==> src/shared/ydt_pkg.sv <==
// Constants, types and helpers shared by the yearly date timer.
// Assumes a 10 MHz controller clock and a calendar that counts full years.
package ydt_pkg;

  // Calendar date as three ordered fields: year, month, day
  typedef struct packed {
    logic [11:0] year;
    logic [3:0]  month;
    logic [4:0]  day;
  } date_t;

  // Schedule options held in the control register
  typedef struct packed {
    logic pulse;
    logic monthly;
    logic yearly;
  } mode_t;

  // Register byte offsets
  localparam logic [7:0] CTRL_OFF   = 8'h00;
  localparam logic [7:0] ON_OFF     = 8'h04;
  localparam logic [7:0] OFFD_OFF   = 8'h08;
  localparam logic [7:0] STATUS_OFF = 8'h0C;
  localparam logic [7:0] NOW_OFF    = 8'h10;

  // Field positions of a date word
  localparam int YEAR_LSB  = 16;
  localparam int MONTH_LSB = 8;
  localparam int DAY_LSB   = 0;

  // Control register bits
  localparam int CTRL_YEARLY  = 0;
  localparam int CTRL_MONTHLY = 1;
  localparam int CTRL_PULSE   = 2;

  // Status register bits
  localparam int STAT_OUT   = 0;
  localparam int STAT_ON_OK = 1;
  localparam int STAT_OF_OK = 2;
  localparam int STAT_SPENT = 3;

  // Valid calendar span and field limits
  localparam logic [11:0] YEAR_MIN  = 12'h7D0;
  localparam logic [11:0] YEAR_MAX  = 12'h833;
  localparam logic [3:0]  MONTH_MAX = 4'hC;
  localparam logic [4:0]  DAY_MAX   = 5'h1F;

  // Reset values
  localparam logic [31:0] CTRL_RST = 32'h0000_0000;
  localparam logic [31:0] DATE_RST = 32'h07D0_0101;

  // Unpack a register word into its ordered date fields
  function automatic date_t to_date(input logic [31:0] w);
    date_t d;
    d.year  = w[YEAR_LSB +: 12];
    d.month = w[MONTH_LSB +: 4];
    d.day   = w[DAY_LSB +: 5];
    return d;
  endfunction

  // Pack date fields into a register word
  function automatic logic [31:0] to_word(input date_t d);
    logic [31:0] w;
    w = 32'h0000_0000;
    w[YEAR_LSB +: 12] = d.year;
    w[MONTH_LSB +: 4] = d.month;
    w[DAY_LSB +: 5]   = d.day;
    return w;
  endfunction

endpackage

==> src/core/yearly_date_timer.sv <==
// Yearly date timer: switches one output on calendar dates at midnight.
// Assumes a scan strobe from the program logic and a calendar source
// that presents year, month, day and time of day every scan.
`timescale 1ns/1ps
module yearly_date_timer
  import ydt_pkg::*;
(
  input  wire logic        CLK_I,
  input  wire logic        RST_I,
  input  wire logic [7:0]  ADDR_I,
  input  wire logic [31:0] WDATA_I,
  input  wire logic        WR_I,
  input  wire logic        RD_I,
  output logic      [31:0] RDATA_O,
  input  wire logic        SCAN_I,
  input  wire date_t       CAL_DATE_I,
  input  wire logic [4:0]  CAL_HOUR_I,
  input  wire logic [5:0]  CAL_MIN_I,
  output logic             TIMER_Q_O
);

  typedef enum logic [1:0] {ST_OFF, ST_ON, ST_PULSE} state_t;

  // Configuration registers
  logic [31:0] ctrl;
  logic [31:0] on_word;
  logic [31:0] off_word;
  logic        spent;
  state_t      state;
  state_t      next_state;
  logic        next_spent;

  // Register write decode
  wire wr_ctrl = WR_I && (ADDR_I == CTRL_OFF);
  wire wr_on   = WR_I && (ADDR_I == ON_OFF);
  wire wr_off  = WR_I && (ADDR_I == OFFD_OFF);

  // Ordered date fields and options
  date_t on_date;
  date_t off_date;
  mode_t mode;
  assign on_date      = to_date(on_word);
  assign off_date     = to_date(off_word);
  assign mode.yearly  = ctrl[CTRL_YEARLY];
  assign mode.monthly = ctrl[CTRL_MONTHLY];
  assign mode.pulse   = ctrl[CTRL_PULSE];

  wire repeating    = mode.yearly || mode.monthly;
  wire pulse_single = mode.pulse && !repeating;

  // Field range checks
  function automatic logic year_ok(input logic [11:0] y);
    year_ok = (y >= YEAR_MIN) && (y <= YEAR_MAX);
  endfunction

  function automatic logic md_ok(input date_t d, input logic any_month);
    md_ok = (d.day != 5'h00) && (d.day <= DAY_MAX) &&
            (any_month || (d.month != 4'h0 && d.month <= MONTH_MAX));
  endfunction

  // On date must be valid, its month only outside monthly mode; off date only as far as the mode reads it
  wire on_ok  = year_ok(on_date.year) &&
                md_ok(on_date, mode.monthly);
  wire off_ok = pulse_single ? 1'b1 :
                !year_ok(off_date.year) ? 1'b0 :
                mode.pulse ? 1'b1 : md_ok(off_date, mode.monthly);
  wire cfg_ok = on_ok && off_ok;

  // Scan-paced day change detection
  logic eval_now;
  logic restore;
  day_change_detect u_day (
    .clk_i     (CLK_I),
    .rst_i     (RST_I),
    .scan_i    (SCAN_I),
    .date_i    (CAL_DATE_I),
    .hour_i    (CAL_HOUR_I),
    .min_i     (CAL_MIN_I),
    .eval_o    (eval_now),
    .restore_o (restore)
  );

  // Schedule evaluation against the current date
  logic active;
  logic hit;
  schedule_eval u_eval (
    .mode_date_i (CAL_DATE_I),
    .on_i        (on_date),
    .off_i       (off_date),
    .mode_i      (mode),
    .active_o    (active),
    .hit_o       (hit)
  );

  // Pulse permitted unless the single occurrence was used
  wire pulse_go = cfg_ok && hit && !(pulse_single && spent);

  // Output state decision, taken only on a scan: a judging scan, a restoring scan outside pulse mode, or any scan that ends a pulse
  always_comb begin
    next_state = state;
    case (state)
      ST_OFF, ST_ON: begin
        if (eval_now || (restore && !mode.pulse)) begin
          if (mode.pulse) begin
            next_state = (eval_now && pulse_go) ? ST_PULSE : ST_OFF;
          end else begin
            next_state = (cfg_ok && active) ? ST_ON : ST_OFF;
          end
        end
      end
      ST_PULSE: begin
        if (SCAN_I) begin
          next_state = ST_OFF;
        end
      end
      default: begin
        next_state = ST_OFF;
      end
    endcase
  end

  // Single pulse used up; a new firing wins over a clearing write
  always_comb begin
    next_spent = spent;
    if (wr_ctrl || wr_on) begin
      next_spent = 1'b0;
    end
    if (next_state == ST_PULSE && state != ST_PULSE && pulse_single) begin
      next_spent = 1'b1;
    end
  end

  // Configuration writes
  always_ff @(posedge CLK_I) begin
    if (RST_I) begin
      ctrl     <= CTRL_RST;
      on_word  <= DATE_RST;
      off_word <= DATE_RST;
    end else begin
      if (wr_ctrl) ctrl <= WDATA_I & 32'h0000_0007;
      if (wr_on)   on_word <= to_word(to_date(WDATA_I));
      if (wr_off)  off_word <= to_word(to_date(WDATA_I));
    end
  end

  // Output state and registered output
  always_ff @(posedge CLK_I) begin
    if (RST_I) begin
      state     <= ST_OFF;
      spent     <= 1'b0;
      TIMER_Q_O <= 1'b0;
    end else begin
      state     <= next_state;
      spent     <= next_spent;
      TIMER_Q_O <= (next_state != ST_OFF);
    end
  end

  // Read data selection
  logic [31:0] status_word;
  logic [31:0] rd_mux;
  always_comb begin
    status_word = 32'h0000_0000;
    status_word[STAT_OUT]   = TIMER_Q_O;
    status_word[STAT_ON_OK] = on_ok;
    status_word[STAT_OF_OK] = off_ok;
    status_word[STAT_SPENT] = spent;
  end

  assign rd_mux = (ADDR_I == CTRL_OFF)   ? ctrl :
                  (ADDR_I == ON_OFF)     ? on_word :
                  (ADDR_I == OFFD_OFF)   ? off_word :
                  (ADDR_I == STATUS_OFF) ? status_word :
                  (ADDR_I == NOW_OFF)    ? to_word(CAL_DATE_I) :
                                           32'h0000_0000;

  // Read data stands only in the cycle after the strobe
  always_ff @(posedge CLK_I) begin
    if (RST_I) begin
      RDATA_O <= 32'h0000_0000;
    end else begin
      RDATA_O <= RD_I ? rd_mux : 32'h0000_0000;
    end
  end
endmodule // yearly_date_timer

==> src/core/day_change_detect.sv <==
// Scan-paced day change detector for the yearly date timer.
// Assumes the calendar inputs are stable and synchronous to the clock.
`timescale 1ns/1ps
module day_change_detect
  import ydt_pkg::*;
(
  input  wire logic       clk_i,
  input  wire logic       rst_i,
  input  wire logic       scan_i,
  input  wire date_t      date_i,
  input  wire logic [4:0] hour_i,
  input  wire logic [5:0] min_i,
  output logic            eval_o,
  output logic            restore_o
);

  date_t last;
  logic  seen;
  wire   midnight = (hour_i == 5'h00) && (min_i == 6'h00);
  wire   new_date = (date_i != last);

  // First scan of a new day at 00:00, or first scan after reset
  assign eval_o    = scan_i && seen && new_date && midnight;
  assign restore_o = scan_i && !seen;

  // Remember the date seen at each scan
  always_ff @(posedge clk_i) begin
    if (rst_i) begin
      last <= '0;
      seen <= 1'b0;
    end else if (scan_i) begin
      last <= date_i;
      seen <= 1'b1;
    end
  end

endmodule // day_change_detect

==> src/core/schedule_eval.sv <==
// Combinational schedule evaluation for the yearly date timer.
// Assumes dates already checked for range by the caller.
`timescale 1ns/1ps
module schedule_eval
  import ydt_pkg::*;
(
  input  wire date_t mode_date_i,
  input  wire date_t on_i,
  input  wire date_t off_i,
  input  wire mode_t mode_i,
  output logic       active_o,
  output logic       hit_o
);

  // Position between lo and hi, hi exclusive, with wrap-around
  function automatic logic in_span(input logic [8:0] lo,
                                   input logic [8:0] hi,
                                   input logic [8:0] x);
    in_span = (lo <= hi) ? (x >= lo && x < hi) : (x >= lo || x < hi);
  endfunction

  date_t c;
  assign c = mode_date_i;

  wire [8:0]  cur_md = {c.month, c.day};
  wire [8:0]  on_md  = {on_i.month, on_i.day};
  wire [8:0]  off_md = {off_i.month, off_i.day};
  wire [8:0]  cur_d  = {4'h0, c.day};
  wire [8:0]  on_d   = {4'h0, on_i.day};
  wire [8:0]  off_d  = {4'h0, off_i.day};
  wire [20:0] cur_k  = {c.year, c.month, c.day};
  wire [20:0] on_k   = {on_i.year, on_i.month, on_i.day};
  wire [20:0] off_k  = {off_i.year, off_i.month, off_i.day};

  // Years from the on year through the off year
  wire in_years = (c.year >= on_i.year) && (c.year <= off_i.year);
  wire first_y  = (c.year == on_i.year);
  wire last_y   = (c.year == off_i.year);

  // Yearly span; a wrapping span never opens in the final year
  wire y_wrap = (off_md < on_md);
  wire y_span = in_span(on_md, off_md, cur_md);
  wire y_act  = in_years && y_span &&
                !(y_wrap && cur_md >= on_md && last_y) &&
                !(y_wrap && cur_md < off_md && first_y);

  // Monthly span, stopping after December of the off year
  wire m_wrap = (off_d < on_d);
  wire m_act  = in_years && in_span(on_d, off_d, cur_d) &&
                !(m_wrap && cur_d >= on_d && last_y &&
                  c.month == MONTH_MAX) &&
                !(m_wrap && cur_d < off_d && first_y && c.month == 4'h1);

  // One arbitrary period from full on date to full off date
  wire s_act = (cur_k >= on_k) && (cur_k < off_k);

  // Level result, monthly taking precedence over yearly
  assign active_o = mode_i.monthly ? m_act :
                    mode_i.yearly  ? y_act : s_act;

  // Pulse match; yearly pulses ignore the off month and day
  assign hit_o = mode_i.monthly ? (in_years && c.day == on_i.day) :
                 mode_i.yearly  ? (in_years && cur_md == on_md) :
                                  (cur_k == on_k);

endmodule // schedule_eval

==> config.mk <==
export PLATFORM = sky130hd
export DESIGN_NAME = yearly_date_timer
export DESIGN_NICKNAME = d
export VERILOG_FILES = /design/src/shared/ydt_pkg.sv /design/src/core/yearly_date_timer.sv /design/src/core/day_change_detect.sv /design/src/core/schedule_eval.sv
export SDC_FILE = /design/constraint.sdc
export NUM_CORES = 1
export LEC_CHECK = 0
export ABC_AREA = 0
export BUFFER_PORTS_ARGS = -buffer_cell sky130_fd_sc_hd__buf_2
export CAP_MARGIN = 30
export CORE_ASPECT_RATIO = 0.75
export CORE_MARGIN = 2
export CORE_UTILIZATION = 30
export DETAILED_ROUTE_END_ITERATION = 6
export SYNTH_ARGS = -nofsm -noshare
export SYNTH_HDL_FRONTEND = slang
export SYNTH_SLANG_ARGS = --single-unit
==> constraint.sdc <==
create_clock -name CLK_I -period 5.4 [get_ports CLK_I]
set_input_delay 0.27 -clock CLK_I [delete_from_list [all_inputs] [get_ports CLK_I]]
set_output_delay 0.27 -clock CLK_I [all_outputs]
set_load 0.1 [all_outputs]
==> results.md <==
* Outcome: finished, final reports clean
* Reg2Reg Launch Point: off_word[27]
* Core area at ~18,000 sq um
* Tcrit/Tclk final at 0.529
* Switching power at 442 uW
* Clock Path Buffers at 2
* Area Overhead vs Synth at 16.5%
* Asr flop ratio synth at 0
* Leak at 2.69 nW
* Initial antenna violation count at 0
* MaxCap Viol Count at 0
* Hold slack at 0.137 ns
* Via count at 5,112
* Hold Crit Class: in2reg
* Final WL at 16,400 um
* IO Pins at 110
* Clock slew at reported path FFs at ~0.080 ns
* Num CTS Buffers at 9
* Switch share at 0.289
* Worst Hold Launch: WDATA_I[22]
* Flop pwr share at 0.455
* Hold Violations, Final at 0
* Setup_tns at 0 ns
* Vias in the first global route at approximately 4,700
* Synth area leader: dfxtp_1
* Final ANT Viol Nets at 0
* Comb pwr share at 0.129
* H-Tree Depth at 3
* Clk sinks at 92
* RR Endpoint: TIMER_Q_O
* Hold Path End: off_word[22]
* Number of synthesized register bits at 92
* Layout Nets at 886
* CTS tree: done
* Final core utilization at 0.354
* Crit path launch type: flip-flop
* Clock Skews at approximately 0.014 ns
* Post-synth top area share at 0.331
* Worst vdd ir at 0.114 mV
* Die H at about 120 um
* Initial Util at 0.304
* Setup violations, final at 0
* Worst slack at placement at between 2 and 3 ns
* Worst Tran Pin Value at 0.859 ns
* Ys Warns at 0
* Port Buf Inserts at 87
* Rows at 43
* Top FF cell, synth: dfxtp_1
* Global-route wire length before repair at between 20,000 and 30,000 um
* DRT iter0 DRCs at approximately 420
* Sequential share of the synthesized area at 0.331
* Synth unique cells at 73
* R2r setup slk at 2.54 ns
* RSZ-0062 raised after global routing: no
* Max-Slew Margin vs Limit at 0.422
* Top cells by area, synth: dfxtp_1, ha_1, nand2_1
* Slew Limit Fails at 0
* Setup Buffers After CTS at 0
* Clock root cell: clkbuf_16
* Clock network fraction of design power at 0.416
* Clk_lat worst skew at 0.37 ns
* CP arrival at 3.16 ns
* Power per cell area at 236 nW/um^2
* Largest net degree at the start of global routing at 55
* Total GRT Usage at 0.172
* EDFF count, synth at 0
* Post-CTS Resized at 0
* DRC at 0
* Power, Total at 1.53 mW
* Top library cells by usage in the layout, fill and taps aside: nand2_1, dfxtp_1, buf_2
* ANT cells at 0
* Commonest non-fill, non-tap cell in the layout: nand2_1
* Worst setup EP type: flip-flop
* Critical Path Fanout Max at 5
* GRT overflow at 0
* Via density at 5.09
* Hold Crit Depth at 3
* DRT Pass-1 Iters at 7
* DP HPWL at 12,600 um
* WS Path Type: reg2reg
* Die area at about 20,000 sq um
* Synth Cell Area at about 5600 sq um
* Area of the multi-input gates at between 3000 and 4000 sq um
* Internal Power at 1.09 mW
* Fmax at approximately 350 MHz
* Worst-case reg-to-reg path depth at 9
* Final setup margin at ~2.5 ns
* # hold bufs at CTS at 0
* Layout cells sized above 1 at 0.166
* Minimum clock period at 2.86 ns
* Filler Cell Count at around 1,900
* Required @ worst endpoint at approximately 5.7 ns
* Syn Inst Count at 678
* FF+latch area at 1840 sq um
* Avg Cell Area, Syn at 8.22 sq um
* Die width at 161 um
* DR WL/cell at 16.3 um
* GP Congestion at around 0.9
-- through the flow --
step,cells,instance area [sq um]
detailed placement,988,6200
global placement,987,6180
floorplan,688,5610
finish,1004,6490
CTS,1004,6490
global route,1004,6490
-- metal layers --
layer  wire [um]  global-route usage  part of all wire  vias to the layer above
met5           0                   0                 0                        -
met4         145              0.0430            0.0089                        0
met3        1310              0.0473             0.080                       12
met2        6370               0.238              0.39                      185
met1        8540               0.260              0.52                     2374
li1            -                   -                 -                     2541
-- layout make-up --
type	instances	area share
well taps	247	0.0476
inverters	51	0.0295
repair buffers	92	0.0740
clock buffers	10	0.0368
clock inverters	6	0.00829
flip-flops and latches	92	0.284
multi-input cells	506	0.520
-- registers in the layout, indices dropped and copies added (netlist names) --
name and count:
RDATA_O 21, TIMER_Q_O 1, ctrl 3, off_word 21, on_word 21, spent 1, state 2, u_day.last 21
u_day.seen 1
-- kinds of logic after synthesis --
kind of cell,after synthesis,synth area share
AND/OR/NAND/NOR,241,0.199
AO/OA/AOI/OAI,154,0.197
flip-flops,92,0.331
buffers and inverters,90,0.0716
adder cells (fa/ha/maj),58,0.130
XOR/XNOR,21,0.0330
multiplexers,21,0.0377
other,1,0.000673
-- power by group through the flow --
stage                     clock network [mW]  registers, mW  logic, mW
after global routing                   0.678          0.698      0.216
after detailed placement                   0          0.712      0.197
final                                  0.637          0.697      0.198
after CTS                              0.651          0.696      0.198
after global placement                     0          0.712      0.196
after floorplan                            0          0.714      0.132
-- worst max-delay path, cell delays in order (launching register included) --
cell and delay, ns:
dfxtp_1 0.41, inv_1 0.11, ha_1 0.33, nand4_2 0.16, nor4_2 0.52, a21oi_1 0.15, or4_1 0.57, a221oi_2 0.26
a2bb2oi_2 0.18, or2_1 0.11
-- how the worst max path moves through the flow --
stage / startpoint / slack (ns) / endpoint / depth (start not counted)
after floorplan: on_word[3] / 3.00 / TIMER_Q_O / 10
after global placement: ADDR_I[1] / 2.45 / off_word[27] / 9
after detailed placement: off_word[27] / 2.58 / TIMER_Q_O / 9
after CTS: off_word[27] / 2.54 / TIMER_Q_O / 9
after global routing: off_word[27] / 2.33 / TIMER_Q_O / 9
final: off_word[27] / 2.54 / TIMER_Q_O / 9
-- synthesized netlist by cell type (4+ instances only) --
library cell / n
o211ai_1: 21
nor3_1: 10
a21oi_1: 58
nor3b_1: 4
a222oi_1: 19
mux2i_1: 21
buf_4: 12
ha_1: 57
a211oi_1: 7
dfxtp_1: 92
xnor2_1: 17
inv_1: 49
nor4_1: 6
nand4_1: 17
clkbuf_1: 20
nand2_1: 106
xor2_1: 4
buf_2: 5
o21ai_0: 13
nor2_1: 57
nand3_1: 15
(Power assumes the default switching activity.)
